<file path="src/inc/serial_port_defs.svh">
// Purpose: addresses, bit positions, reset values and counts of the serial port
// Assumes: one byte-wide special-function register port
// Notes:   definitions only
`ifndef SERIAL_PORT_DEFS_SVH
`define SERIAL_PORT_DEFS_SVH
`define SFR_CONTROL_ADDR 8'h98
`define SFR_BUFFER_ADDR  8'h99
`define CTRL_RESET       8'h00
`define BUF_RESET        8'h00
`define READ_IDLE        8'h00
`define CTRL_MODE_HI     7
`define CTRL_MODE_LO     6
`define CTRL_MPF         5
`define CTRL_REN         4
`define CTRL_TB8         3
`define CTRL_RB8         2
`define CTRL_TI          1
`define CTRL_RI          0
`define TICK_LAST        4'hF
`define TICK_HALF        4'h7
`define BITS_EIGHT       4'h7
`define BITS_NINE        4'h8
`define M0_LAST_BIT      3'h7
`endif

</file>
<file path="src/inc/serial_port_pkg.sv">
// Purpose: types shared by the serial port modules
// Assumes: constants live in serial_port_defs.svh
// Notes:   state codes are one-hot
package serial_port_pkg;
  typedef enum logic [1:0] {
    MODE_SHIFT       = 2'h0,
    MODE_UART8       = 2'h1,
    MODE_UART9_FIXED = 2'h2,
    MODE_UART9_VAR   = 2'h3
  } serial_mode_e;
  typedef enum logic [3:0] {
    TX_IDLE  = 4'h1,
    TX_START = 4'h2,
    TX_SHIFT = 4'h4,
    TX_STOP  = 4'h8
  } tx_state_e;
  typedef enum logic [3:0] {
    RX_IDLE  = 4'h1,
    RX_START = 4'h2,
    RX_DATA  = 4'h4,
    RX_STOP  = 4'h8
  } rx_state_e;
  typedef struct packed {
    logic [7:0] addr;
    logic [7:0] wdata;
    logic       we;
    logic       re;
  } sfr_req_s;
  typedef struct packed {
    logic [7:0] data;
    logic       ninth;
    logic       stop;
  } rx_frame_s;
endpackage

</file>
<file path="src/logic/async_receiver.sv">
// Purpose: asynchronous frame receiver, 16 ticks per bit
// Assumes: rxd_i already synchronised; tick_i is a one-cycle enable
// Notes:   dropping enable_i abandons a frame in progress
`timescale 1ns/10ps
`include "serial_port_defs.svh"
module async_receiver
  import serial_port_pkg::*;
(
  // clock and reset
  input  wire logic  clk_i,
  input  wire logic  reset_i,
  // control
  input  wire logic  enable_i,
  input  wire logic  nine_i,
  input  wire logic  tick_i,
  input  wire logic  rxd_i,
  // result
  output logic       valid_o,
  output rx_frame_s  frame_o
);
  rx_state_e   state_reg;
  rx_state_e   state_next;
  logic [3:0]  tick_reg;
  logic [3:0]  bit_reg;
  logic [8:0]  shift_reg;
  logic        prev_reg;
  wire         fall      = prev_reg & ~rxd_i;
  wire         at_half   = tick_i && (tick_reg == `TICK_HALF);
  wire         at_full   = tick_i && (tick_reg == `TICK_LAST);
  wire  [3:0]  last_bit  = nine_i ? `BITS_NINE : `BITS_EIGHT;

  always_comb begin
    state_next = state_reg;
    unique case (state_reg)
      RX_IDLE:  if (fall) state_next = RX_START;
      RX_START: if (at_half) state_next = rxd_i ? RX_IDLE : RX_DATA;
      RX_DATA:  if (at_full && bit_reg == last_bit) state_next = RX_STOP;
      RX_STOP:  if (at_full) state_next = RX_IDLE;
      default:  state_next = RX_IDLE;
    endcase
    if (!enable_i) state_next = RX_IDLE;
  end

  always_ff @(posedge clk_i or posedge reset_i) begin
    if (reset_i) begin
      state_reg <= RX_IDLE;
      tick_reg  <= 4'h0;
      bit_reg   <= 4'h0;
      shift_reg <= 9'h000;
      prev_reg  <= 1'b1;
      valid_o   <= 1'b0;
      frame_o   <= '0;
    end else begin
      prev_reg  <= rxd_i;
      state_reg <= state_next;
      valid_o   <= 1'b0;
      if (state_reg == RX_IDLE || (state_reg == RX_START && at_half)) begin
        tick_reg <= 4'h0;
        bit_reg  <= 4'h0;
      end else if (tick_i) begin
        tick_reg <= tick_reg + 4'h1;
      end
      if (state_reg == RX_DATA && at_full) begin
        shift_reg <= {rxd_i, shift_reg[8:1]};
        bit_reg   <= bit_reg + 4'h1;
      end
      // reported at the middle of the stop bit
      if (state_reg == RX_STOP && at_full && enable_i) begin
        valid_o       <= 1'b1;
        frame_o.data  <= nine_i ? shift_reg[7:0] : shift_reg[8:1];
        frame_o.ninth <= shift_reg[8];
        frame_o.stop  <= rxd_i;
      end
    end
  end
endmodule // async_receiver

</file>
<file path="src/logic/full_duplex_serial_port.sv">
// Purpose: full-duplex serial port with buffered receiver, four modes
// Assumes: rate ticks are one-cycle pulses on clk_i at 16 per bit
// Notes:   mode 0 receive samples the pin two cycles late through the synchroniser
`timescale 1ns/10ps
`include "serial_port_defs.svh"
module full_duplex_serial_port
  import serial_port_pkg::*;
(
  // clock and reset
  input  wire logic       clk_i,
  input  wire logic       reset_i,
  // register port
  input  wire sfr_req_s   sfr_req_i,
  output logic [7:0]      sfr_rdata_o,
  // rate sources
  input  wire logic       rate_double_i,
  input  wire logic       tx_rate_tick_i,
  input  wire logic       rx_rate_tick_i,
  // serial pins
  input  wire logic       rxd_i,
  output logic            rxd_o,
  output logic            rxd_oe_o,
  output logic            txd_o,
  // status
  output logic            tx_busy_o
);
  logic [7:0]  ctrl_reg;
  logic [7:0]  ctrl_next;
  logic [7:0]  rx_buf_reg;
  tx_state_e   tx_state_reg;
  tx_state_e   tx_state_next;
  logic [8:0]  tx_shift_reg;
  logic [3:0]  tx_tick_reg;
  logic [3:0]  tx_bit_reg;
  logic        fixed_div_reg;
  logic        m0_active_reg;
  logic        m0_is_rx_reg;
  logic        m0_phase_reg;
  logic [2:0]  m0_bit_reg;
  logic [7:0]  m0_shift_reg;
  logic        txd_next;
  logic        rxd_sync;
  logic        frame_valid;
  rx_frame_s   frame;

  // register decode
  wire ctrl_wr = sfr_req_i.we && (sfr_req_i.addr == `SFR_CONTROL_ADDR);
  wire buf_wr  = sfr_req_i.we && (sfr_req_i.addr == `SFR_BUFFER_ADDR);
  wire ctrl_rd = sfr_req_i.re && (sfr_req_i.addr == `SFR_CONTROL_ADDR);
  wire buf_rd  = sfr_req_i.re && (sfr_req_i.addr == `SFR_BUFFER_ADDR);
  wire [7:0] rdata_next = ctrl_rd ? ctrl_reg :
                          buf_rd  ? rx_buf_reg : `READ_IDLE;

  // mode fields
  serial_mode_e mode;
  assign mode = serial_mode_e'(ctrl_reg[`CTRL_MODE_HI:`CTRL_MODE_LO]);
  wire is_shift = (mode == MODE_SHIFT);
  wire is_nine  = ctrl_reg[`CTRL_MODE_HI];
  wire mpf      = ctrl_reg[`CTRL_MPF];
  wire ren      = ctrl_reg[`CTRL_REN];
  wire tb8      = ctrl_reg[`CTRL_TB8];
  wire ri       = ctrl_reg[`CTRL_RI];

  // rate ticks: 16 per bit; mode 2 uses core/2 or core/1 ticks
  wire fixed_tick = rate_double_i | fixed_div_reg;
  wire tx_tick = (mode == MODE_UART9_FIXED) ? fixed_tick : tx_rate_tick_i;
  wire rx_tick = (mode == MODE_UART9_FIXED) ? fixed_tick : rx_rate_tick_i;

  // asynchronous transmitter
  wire tx_idle  = (tx_state_reg == TX_IDLE);
  wire tx_wrap  = tx_tick && (tx_tick_reg == `TICK_LAST);
  wire [3:0] tx_last = is_nine ? `BITS_NINE : `BITS_EIGHT;
  wire tx_launch = buf_wr && !is_shift && tx_idle;
  wire ti_async  = (tx_state_reg == TX_SHIFT) && (tx_state_next == TX_STOP);

  always_comb begin
    tx_state_next = tx_state_reg;
    unique case (tx_state_reg)
      TX_IDLE:  if (tx_launch) tx_state_next = TX_START;
      TX_START: if (tx_wrap) tx_state_next = TX_SHIFT;
      TX_SHIFT: if (tx_wrap && tx_bit_reg == tx_last) tx_state_next = TX_STOP;
      TX_STOP:  if (tx_wrap) tx_state_next = TX_IDLE;
      default:  tx_state_next = TX_IDLE;
    endcase
  end

  // mode 0 shift engine
  wire m0_start_tx = buf_wr && is_shift && !m0_active_reg && tx_idle;
  wire m0_start_rx = is_shift && ren && !ri && !m0_active_reg && !buf_wr;
  wire m0_done = m0_active_reg && m0_phase_reg && (m0_bit_reg == `M0_LAST_BIT);
  wire [7:0] m0_next_shift = {rxd_sync, m0_shift_reg[7:1]};

  // receive acceptance and flags
  wire rb8_val   = (mode == MODE_UART8) ? frame.stop : frame.ninth;
  wire rx_accept = frame_valid && !is_shift && (!mpf || rb8_val);
  wire m0_rx_done = m0_done && m0_is_rx_reg;
  wire ri_set    = rx_accept || m0_rx_done;
  wire ti_set    = ti_async || (m0_done && !m0_is_rx_reg);

  // set beats a software clear in the same cycle
  always_comb begin
    ctrl_next = ctrl_wr ? sfr_req_i.wdata : ctrl_reg;
    if (ti_set) ctrl_next[`CTRL_TI] = 1'b1;
    if (ri_set) ctrl_next[`CTRL_RI] = 1'b1;
    if (rx_accept) ctrl_next[`CTRL_RB8] = rb8_val;
  end

  always_comb begin
    if (m0_active_reg) begin
      txd_next = m0_phase_reg;
    end else begin
      unique case (tx_state_reg)
        TX_START: txd_next = 1'b0;
        TX_SHIFT: txd_next = tx_shift_reg[0];
        default:  txd_next = 1'b1;
      endcase
    end
  end

  always_ff @(posedge clk_i or posedge reset_i) begin
    if (reset_i) begin
      ctrl_reg    <= `CTRL_RESET;
      rx_buf_reg  <= `BUF_RESET;
      sfr_rdata_o <= `READ_IDLE;
    end else begin
      ctrl_reg <= ctrl_next;
      if (sfr_req_i.re) sfr_rdata_o <= rdata_next;
      if (rx_accept) rx_buf_reg <= frame.data;
      else if (m0_rx_done) rx_buf_reg <= m0_next_shift;
    end
  end

  always_ff @(posedge clk_i or posedge reset_i) begin
    if (reset_i) begin
      tx_state_reg  <= TX_IDLE;
      tx_shift_reg  <= 9'h1FF;
      tx_tick_reg   <= 4'h0;
      tx_bit_reg    <= 4'h0;
      fixed_div_reg <= 1'b0;
    end else begin
      fixed_div_reg <= ~fixed_div_reg;
      tx_state_reg  <= tx_state_next;
      if (tx_launch) begin
        tx_shift_reg <= {is_nine ? tb8 : 1'b1, sfr_req_i.wdata};
        tx_tick_reg  <= 4'h0;
        tx_bit_reg   <= 4'h0;
      end else if (tx_tick && !tx_idle) begin
        tx_tick_reg <= tx_tick_reg + 4'h1;
      end
      if (tx_state_reg == TX_SHIFT && tx_wrap) begin
        tx_shift_reg <= {1'b1, tx_shift_reg[8:1]};
        tx_bit_reg   <= tx_bit_reg + 4'h1;
      end
    end
  end

  // mode 0: one bit per two core cycles, clock low then high
  always_ff @(posedge clk_i or posedge reset_i) begin
    if (reset_i) begin
      m0_active_reg <= 1'b0;
      m0_is_rx_reg  <= 1'b0;
      m0_phase_reg  <= 1'b0;
      m0_bit_reg    <= 3'h0;
      m0_shift_reg  <= 8'h00;
    end else if (!m0_active_reg) begin
      m0_phase_reg <= 1'b0;
      m0_bit_reg   <= 3'h0;
      if (m0_start_tx) begin
        m0_active_reg <= 1'b1;
        m0_is_rx_reg  <= 1'b0;
        m0_shift_reg  <= sfr_req_i.wdata;
      end else if (m0_start_rx) begin
        m0_active_reg <= 1'b1;
        m0_is_rx_reg  <= 1'b1;
      end
    end else begin
      m0_phase_reg <= ~m0_phase_reg;
      if (m0_phase_reg) begin
        m0_shift_reg <= m0_next_shift;
        m0_bit_reg   <= m0_bit_reg + 3'h1;
        if (m0_done) m0_active_reg <= 1'b0;
      end
    end
  end

  // pins, all from flops
  always_ff @(posedge clk_i or posedge reset_i) begin
    if (reset_i) begin
      txd_o     <= 1'b1;
      rxd_o     <= 1'b1;
      rxd_oe_o  <= 1'b0;
      tx_busy_o <= 1'b0;
    end else begin
      txd_o     <= txd_next;
      rxd_o     <= m0_shift_reg[0];
      rxd_oe_o  <= m0_active_reg && !m0_is_rx_reg;
      tx_busy_o <= !tx_idle || (m0_active_reg && !m0_is_rx_reg);
    end
  end

  line_sync u_rx_sync (
    .clk_i   (clk_i),
    .reset_i (reset_i),
    .d_i     (rxd_i),
    .q_o     (rxd_sync)
  );

  // receiver runs beside the transmitter
  async_receiver u_receiver (
    .clk_i    (clk_i),
    .reset_i  (reset_i),
    .enable_i (ren && !is_shift),
    .nine_i   (is_nine),
    .tick_i   (rx_tick),
    .rxd_i    (rxd_sync),
    .valid_o  (frame_valid),
    .frame_o  (frame)
  );
endmodule // full_duplex_serial_port

</file>
<file path="src/logic/line_sync.sv">
// Purpose: two-flop synchroniser for the receive pin
// Assumes: idle line level is high
// Notes:   first flop feeds only the second
`timescale 1ns/10ps
module line_sync (
  // clock and reset
  input  wire logic clk_i,
  input  wire logic reset_i,
  // line
  input  wire logic d_i,
  output logic      q_o
);
  logic meta_reg;

  always_ff @(posedge clk_i or posedge reset_i) begin
    if (reset_i) begin
      meta_reg <= 1'b1;
      q_o      <= 1'b1;
    end else begin
      meta_reg <= d_i;
      q_o      <= meta_reg;
    end
  end
endmodule // line_sync

</file>
<file path="config.mk">
export PLATFORM = sky130hd
export DESIGN_NAME = full_duplex_serial_port
export DESIGN_NICKNAME = d
export VERILOG_FILES = /design/src/inc/serial_port_pkg.sv /design/src/logic/async_receiver.sv /design/src/logic/full_duplex_serial_port.sv /design/src/logic/line_sync.sv
export VERILOG_INCLUDE_DIRS = /design/src /design/src/inc
export SDC_FILE = /design/constraint.sdc
export NUM_CORES = 1
export LEC_CHECK = 0
export BUFFER_PORTS_ARGS = -buffer_cell sky130_fd_sc_hd__buf_2
export CAP_MARGIN = 20
export CORE_MARGIN = 2
export CORE_UTILIZATION = 54
export DETAILED_ROUTE_END_ITERATION = 8
export MAX_ROUTING_LAYER = met4
export PLACE_DENSITY_LB_ADDON = 0.1
export SKIP_CTS_REPAIR_TIMING = 1
export SLEW_MARGIN = 20
export SYNTH_ARGS = -nofsm -noshare
export SYNTH_HDL_FRONTEND = slang
export SYNTH_SLANG_ARGS = --single-unit
export TNS_END_PERCENT = 1
</file>
<file path="constraint.sdc">
create_clock -name clk_i -period 2.92 [get_ports clk_i]
set_clock_uncertainty 0.2 [all_clocks]
set_input_delay 0.146 -clock clk_i [delete_from_list [all_inputs] [get_ports clk_i]]
set_output_delay 0.146 -clock clk_i [all_outputs]
set_load 0.02 [all_outputs]
</file>
==> results of run 1 <==
placed cells by master, fill, tap and decap left out, drive strengths merged, types with 8 or more instances in the layout:
cell type / netlist / final
o221a: 8 / 8
dfrtp: 83 / 83
mux2i: 19 / 19
clkbuf: 2 / 10
buf: 14 / 39
o21ai: 15 / 15
a21oi: 8 / 8
dlygate4sd3: 0 / 11
nand2: 25 / 25
nor2: 24 / 24
nand3: 13 / 13
or2: 10 / 10
inv: 12 / 15
nand2b: 8 / 8
a31oi: 9 / 9
mux2: 48 / 48
nor2b: 9 / 9
dfstp: 16 / 16
o22ai: 9 / 9
how the worst min path moves through the flow:
stage,start,endpoint,depth (start not counted)
3_5_place_dp,reset_i,u_receiver.bit_reg[1],2
5_1_grt,rx_rate_tick_i,u_receiver.state_reg[0],3
3_3_place_gp,reset_i,u_receiver.bit_reg[1],2
4_1_cts,reset_i,u_receiver.bit_reg[1],2
6_report,rx_rate_tick_i,u_receiver.state_reg[0],3
2_1_floorplan,rxd_i,u_rx_sync.meta_reg,0
power groups by stage:
stage	sequential (W)	clock, W	combinational, W
6_report	0.00150	0.000834	0.000188
5_1_grt	0.00151	0.000918	0.000208
4_1_cts	0.00150	0.000866	0.000180
3_5_place_dp	0.00152	0	0.000181
3_3_place_gp	0.00152	0	0.000175
2_1_floorplan	0.00151	0	0.000122
logic make-up after synthesis:
logic type / synth area share
buffers and inverters: 0.02945
AOI/OAI and AO/OA: 0.1183
DFF: 0.5156
adders and majority gates: 0.01550
muxes: 0.1563
xor gates and xnor gates: 0.01085
and+or+nand+nor: 0.1540
final cells by class:
type / count / area [sq um] / share of cell area
flip-flops and latches: 99 / 2497 / 0.4628
multi-input cells: 284 / 2203 / 0.4083
repair buffers: 50 / 327.8 / 0.06075
well taps: 108 / 135.1 / 0.02504
clock buffers: 10 / 127.6 / 0.02365
clock inverters: 6 / 57.56 / 0.01067
inverters: 12 / 47.55 / 0.008811
layer usage:
layer	track usage	wire length, um
met5	-	0
met2	0.3438	4684
met1	0.2962	4557
met4	0.06955	111
met3	0.02908	249
critical path, cell delays in order (launching register included):
cell     delay [ns]
dfstp_2        0.60
nor4b_2        0.42
nand4_1        0.61
nor3b_1        0.39
o21ai_1        0.09
per-stage QoR:
| step | worst slack, ns | hold WS [ns] |
|---|---|---|
| floorplan | 0.01005 | -0.04952 |
| finish | 0.5047 | 0.008333 |
| global placement | 0.6057 | 0.03240 |
| CTS | 0.4770 | -0.3642 |
| detailed placement | 0.5094 | 0.03471 |
| global route | 0.2932 | 0.02068 |
==> metrics.md, run 1 <==
| Metric | Value |
|---|---|
| Setup violations, final | 0 |
| Flop pwr share | 0.595 |
| R2R Setup Slk | 0.50 ns |
| Post-Syn Area | 4843 sq um |
| Core footprint | 8721 sq um |
| Clock power frac | 0.331 |
| WL final | 9.602 mm |
| Max IR drop VDD | 0.2533 mV |
| Internal | 0.001864 W |
| CTS Buf Count | 9 |
| Mean Syn Cell Area | 11.78 sq um |
| Initial antenna violation count | 0 |
| Largest net degree at the start of global routing | 59 |
| Post-synthesis sequential area ratio | 0.5156 |
| DRC Markers | 0 |
| CTS clk-pin slew, worst paths | 0.10 ns |
| Post-synthesis cell count | 411 |
| CP endpoint | tx_shift_reg[8] |
| Final instance area | 5396 sq um |
| Final-report hold violation count | 0 |
| Max FFs per register | 10 |
| CTS max path bufs | 2 |
| Min Tclk post-route | 2.415 ns |
| Crit path launch type | register |
| Least-Margin Pin Slew | 0.6513 ns |
| Vias per cell | 5.782 |
| Post-Syn Nets | 441 |
| Most frequent cells after synthesis | dfrtp_1, mux2_2, nand2_1 |
| Share of synthesized flip-flops with an asynchronous set or reset | 1.000 |
| CTS tree | done |
| Post-placement cell area | 5101 sq um |
| Worst-Skew Late Latency | 0.37 ns |
| DRT iter0 DRCs | 183 |
| I/O Buffers | 35 |
| Die width | 98.71 um |
| Comb power frac | 0.075 |
| Layout area overhead | 11.42% |
| GR Overflow Total | 0 |
| Yosys Warn Count | 0 |
| Switching power | 0.0006559 W |
| Filler-free cell count of the finished design | 569 |
| Nets | 486 |
| Most used DFF post-synth | dfrtp_1 |
| Post-route ant nets | 0 |
| Crit path launch | tx_state_reg[0] |
| Post-DP HPWL | 6.778 mm |
| Initial DRT Pass Iterations | 4 |
| Cell with the most instances after synthesis | dfrtp_1 |
| Crit path max fanout | 14 |
| Worst Setup End Kind | register |
| Layout cells sized above 1 | 0.2798 |
| Clock sinks | 99 |
| Worst reg2reg startpoint | tx_state_reg[0] |
| Inserted Diodes | 0 |
| Routed len/inst | 16.88 um |
| Net Sw Frac | 0.2603 |
| Vias in the first global route | 3250 |
| Worst reg2reg path depth | 4 |
| Relative slew slack | 0.5656 |
| Max Clock Freq | 414.0 MHz |
| Setup CP Type | register to register |
| Max-Cap Viols | 0 |
| Die height | 98.71 um |
| Ratio of final minimum period to clock period | 0.8272 |
| Flops & latches, synth | 99 |
| Synth area leader | dfrtp_1 |
| RSZ-0062 raised after global routing | false |
| Htree depth | 3 |
| Total power | 0.002520 W |
| Die area | 9743 sq um |
| Vias after detailed routing | 3290 |
| Routability cong. | 0.8482 |
| Row count | 34 |
| Initial Util | 0.5554 |
| Filler cell count | 712 |
| Outcome | finished, final reports clean |
| CTS root buf | clkbuf_8 |
| CP required | 2.99 ns |
| Number of synthesized flops with an enable pin | 0 |
| Yosys cell types | 64 |
| First-pass GRT wire length | 16.44 mm |
| Final Util | 0.6188 |
| Ports | 36 |
| Synth top area share | 0.4288 |
| Leakage power | 2.491 nW |
| Setup TNS | 0 ns |
| Final Max Slew Viols | 0 |
| RR Endpoint | tx_shift_reg[8] |
| Hold Path Class | input pin to register |
| Main area contributors after synthesis | dfrtp_1, dfstp_2, mux2_2 |
| Total placed cells including tap cells | 542 |
| GRT Resource Usage Total | 0.2180 |
| Worst Path Arrival | 2.48 ns |
| PD cells | 467.0 nW/um^2 |
Note: power is estimated with default switching activity, not from simulation.
==> inputs of run 2 (changes only) <==
Clock period 2.92 ns to 2.2 ns, I/O delays scaled along.
==> metrics.md, run 2 (synthesis results as in run 1) <==
| Metric | Value |
|---|---|
| Clock sinks | 99 |
| Min Tclk post-route | 2.120 ns |
| Ratio of final minimum period to clock period | 0.9638 |
| Setup violations, final | 0 |
| Crit path max fanout | 11 |
| Max Clock Freq | 471.6 MHz |
| CP required | 2.26 ns |
| Post-route ant nets | 0 |
| Die area | 9743 sq um |
| WL final | 10.12 mm |
| Reg area | 2497 sq um |
| Max-Cap Viols | 0 |
| Net Sw Frac | 0.2580 |
| Die height | 98.71 um |
| Nets | 508 |
| DRC Markers | 0 |
| CTS clk-pin slew, worst paths | 0.10 ns |
| Initial DRT Pass Iterations | 4 |
| Vias per cell | 5.834 |
| Layout area overhead | 16.30% |
| Crit path launch type | register |
| Setup TNS | 0 ns |
| Worst-Skew Late Latency | 0.36 ns |
| Post-DP HPWL | 7.204 mm |
| Crit-path max cell delay | 0.63 ns |
| Initial Util | 0.5554 |
| Vias in the first global route | 3430 |
| RSZ-0062 raised after global routing | false |
| CP Cell Sequence | or4b_4 -> o211ai_2 -> nor2b_1 -> buf_4 -> mux2_1 |
| Clock power frac | 0.358 |
| Core footprint | 8721 sq um |
| Hold Path Class | input pin to register |
| Worst Path Arrival | 2.18 ns |
| Outcome | finished, final reports clean |
| R2R Setup Slk | 0.08 ns |
| Area occupied by multi-input gates | 2217 sq um |
| I/O Buffers | 35 |
| Final-report hold violation count | 0 |
| Flop pwr share | 0.563 |
| GRT Resource Usage Total | 0.2236 |
| Filler cell count | 690 |
| Crit path launch | ctrl_reg[6] |
| HP Start | rx_rate_tick_i |
| Worst Setup End Kind | register |
| Inserted Diodes | 0 |
| PD cells | 624.8 nW/um^2 |
| Relative slew slack | 0.6034 |
| CTS Buf Count | 9 |
| Total power | 0.003520 W |
| Switching power | 0.0009080 W |
| Final Max Slew Viols | 0 |
| Initial antenna violation count | 0 |
| CTS max path bufs | 2 |
| Ports | 36 |
| Htree depth | 3 |
| Die width | 98.71 um |
| Max FFs per register | 10 |
| Worst reg2reg startpoint | ctrl_reg[6] |
| Setup CP Type | register to register |
| CTS root buf | clkbuf_8 |
| Routed len/inst | 17.13 um |
| Max IR drop VDD | 0.3740 mV |
| Leakage power | 2.615 nW |
| Routability cong. | 0.8034 |
| Largest net degree at the start of global routing | 39 |
| Critical-path top delay cell | or4b_4 |
| Layout cells sized above 1 | 0.3168 |
| CTS tree | done |
| First-pass GRT wire length | 16.85 mm |
| Vias after detailed routing | 3448 |
| Internal | 0.002612 W |
| Most common cell after layout, fill and taps aside | dfrtp_1 |
| GR Overflow Total | 0 |
| Most frequent cells in the layout | dfrtp_1, buf_2, mux2_2 |
| Row count | 34 |
| DRT iter0 DRCs | 116 |
| Comb power frac | 0.079 |
| Least-Margin Pin Slew | 0.5937 ns |
run 2: cell count changes in the layout (fill, tap and decap cells not counted), moves of 2 or more:
cell,delta
buf_12,+2
buf_4,+20
inv_6,+3
clkinv_4,-3
run 2: layout make-up:
cell class / instances / share of cell area
Sequential cell: 99 / 0.4434
Multi-Input combinational cell: 284 / 0.3936
Timing Repair Buffer: 72 / 0.09196
Tap cell: 108 / 0.02399
Clock buffer: 9 / 0.02199
Clock inverter: 7 / 0.01644
Inverter: 12 / 0.008663
run 2: layer usage:
metal,up-vias,GRT usage,share of wire
met5,-,-,0
met4,0,0.05269,0.016
met3,13,0.04539,0.028
met2,59,0.3741,0.50
met1,1730,0.2827,0.46
li1,1646,-,-
run 2: worst paths after layout:
check / cells past startpoint / to
max: 5 / u_receiver.frame_o[6]
max in group asynchronous: 4 / u_receiver.bit_reg[3]
min in group asynchronous: 3 / tx_tick_reg[1]
max reg2reg: 5 / u_receiver.frame_o[6]
min: 3 / u_receiver.state_reg[0]
min reg2reg: 0 / u_rx_sync.q_o
run 2: worst max-delay path, delay by kind of cell, from the launching register on:
family / cells / cell delay, ns
simple gates: 2 / 0.71
flops: 1 / 0.42
mux: 1 / 0.32
buf+inv: 1 / 0.19
compound gates: 1 / 0.17
run 2: power groups by stage:
stage          Sequential (W)  Combinational (W)  Clock [W]
5_1_grt               0.00200           0.000305    0.00136
3_5_place_dp          0.00201           0.000266          0
3_3_place_gp          0.00201           0.000258          0
6_report              0.00198           0.000278    0.00126
2_1_floorplan         0.00200           0.000162          0
4_1_cts               0.00198           0.000266    0.00129
run 2: through the flow:
step	instances	area, sq um	util	worst slack, ns	hold slack, ns
3_5_place_dp	564	5293	0.6069	0.05037	0.01034
5_1_grt	591	5633	0.6459	0.0001692	0.01793
6_report	591	5633	0.6459	0.07971	0.004469
4_1_cts	580	5509	0.6317	0.02242	-0.3908
3_3_place_gp	564	5293	0.6069	0.06780	0.004665
2_1_floorplan	411	4847	-	0.2290	-0.08552
==> inputs of run 3 (changes only) <==
Clock period 2.2 ns to 1.7 ns, I/O delays scaled along.
==> metrics.md, run 3 (synthesis results as in run 1) <==
| Metric | Value |
|---|---|
| Post-placement cell area | 5560 sq um |
| Post-DP HPWL | 7.426 mm |
| Die width | 98.71 um |
| Largest net degree at the start of global routing | 100 |
| Pre-CTS setup slack | -0.3914 ns |
| Initial Util | 0.5554 |
| Setup ws final | -0.2830 ns |
| Worst Setup End Kind | register |
| DRC Markers | 0 |
| Die height | 98.71 um |
| Crit-path max cell delay | 0.40 ns |
| Outcome | finished, violations left |
| Ratio of final minimum period to clock period | 1.166 |
| Cell family with most CP delay | multiplexers |
| Worst Path Arrival | 2.05 ns |
| I/O Buffers | 35 |
| Min Tclk post-route | 1.983 ns |
| Row count | 34 |
| Setup violations, final | 69 |
| Hold Path Class | input pin to register |
| Post-Route Hold Slack | -0.007234 ns |
| CTS root buf | clkbuf_8 |
| Critical-path top delay cell | dfrtp_1 |
| PD cells | 744.9 nW/um^2 |
| Htree depth | 3 |
| CP Cell Sequence | ha_2 -> ha_4 -> nand4_1 -> buf_12 -> mux2_2 -> mux2_2 |
| Most frequent cells in the layout | dfrtp_1, buf_4, buf_2 |
| Final Max Slew Viols | 0 |
| Leakage power | 2.840 nW |
| DRT iter0 DRCs | 179 |
| Worst-Skew Late Latency | 0.38 ns |
| Filler cell count | 651 |
| Layout cells sized above 1 | 0.4004 |
| CP most frequent cell | mux2_2 |
| Crit path max fanout | 9 |
| Setup TNS | -13.48 ns |
| Vias after detailed routing | 3589 |
| CTS Buf Count | 9 |
| WL final | 10.63 mm |
| Routability cong. | 0.8132 |
| Max-Cap Viols | 0 |
| Layout area overhead | 25.73% |
| Max IR drop VDD | 0.5322 mV |
| Least-Margin Pin Slew | 0.5171 ns |
| Vias in the first global route | 3648 |
| Failing checks | hold timing, setup timing |
| CTS tree | done |
| Clock sinks | 99 |
| Initial DRT Pass Iterations | 4 |
| Inserted Diodes | 0 |
| Crit path launch type | register |
| Setup CP Type | register to register |
| Nets | 542 |
| Relative slew slack | 0.6552 |
| Initial antenna violation count | 0 |
| Ports | 36 |
| Vias per cell | 5.742 |
| R2R Setup Slk | -0.28 ns |
| Max Clock Freq | 504.3 MHz |
| Core footprint | 8721 sq um |
| Most common cell after layout, fill and taps aside | dfrtp_1 |
| CTS max path bufs | 2 |
| RSZ-0062 raised after global routing | true |
| First-pass GRT wire length | 17.39 mm |
| GR Overflow Total | 0 |
| Total power | 0.004536 W |
| CP required | 1.77 ns |
| Die area | 9743 sq um |
| Routed len/inst | 17.01 um |
| CTS clk-pin slew, worst paths | 0.10 ns |
| Final instance area | 6090 sq um |
| Max FFs per register | 10 |
| Final-report hold violation count | 1 |
| GRT Resource Usage Total | 0.2339 |
| Post-route ant nets | 0 |
| Crit path buffers/inverters | 1 |
## run 3: changes by cell type in the layout (fill, tap and decap cells not counted), sizes merged
cell / before / now
buf: 61 / 95
clkinv: 1 / 2
clkinvlp: 1 / 2
inv: 16 / 14
## run 3: worst register-to-register path, delay by kind of cell (launching register included)
kind,cells,cell delay (ns)
adders and majority gates,2,0.36
buffers and inverters,1,0.16
DFF,1,0.40
muxes,2,0.62
and+or+nand+nor,1,0.14
## run 3: power by group
group / switching (W) / total, W / internal [W]
sequential: 0.0000858 / 0.00256 / 0.00248
combinational: 0.000199 / 0.000396 / 0.000197
clock: 0.000877 / 0.00158 / 0.000701
total: 0.00116 / 0.00454 / 0.00337
## run 3: layer usage
metal  up-vias  GRT usage  wire [um]
met5         -          -          0
met4         0    0.08641        242
met3        21    0.04326        329
met2        60     0.3825       5463
met1      1789     0.2929       4597
li1       1719          -          -
## run 3: stage by stage
step                instances    util
detailed placement        598  0.6376
CTS                       614  0.6611
finish                    625  0.6983
global placement          598  0.6376
global route              625  0.6983
floorplan                 411       -
## run 3: final cells by class
| class | count | area (sq um) | share of cell area |
|---|---|---|---|
| clock buffers | 9 | 123.9 | 0.02034 |
| clock inverters | 7 | 81.33 | 0.01336 |
| inverters | 12 | 48.80 | 0.008013 |
| multi-input cells | 284 | 2367 | 0.3887 |
| flip-flops and latches | 99 | 2497 | 0.4101 |
| well taps | 108 | 135.1 | 0.02219 |
| repair buffers | 106 | 835.8 | 0.1373 |
## run 3: worst paths after layout
check,to,depth (start not counted),from
setup / recovery,rx_buf_reg[6],6,m0_bit_reg[0]
hold / removal,tx_state_reg[1],4,tx_rate_tick_i
setup reg to reg,rx_buf_reg[6],6,m0_bit_reg[0]
hold reg to reg,u_rx_sync.q_o,0,u_rx_sync.meta_reg
max in group asynchronous,u_rx_sync.q_o,4,reset_i
min in group asynchronous,tx_tick_reg[3],4,reset_i
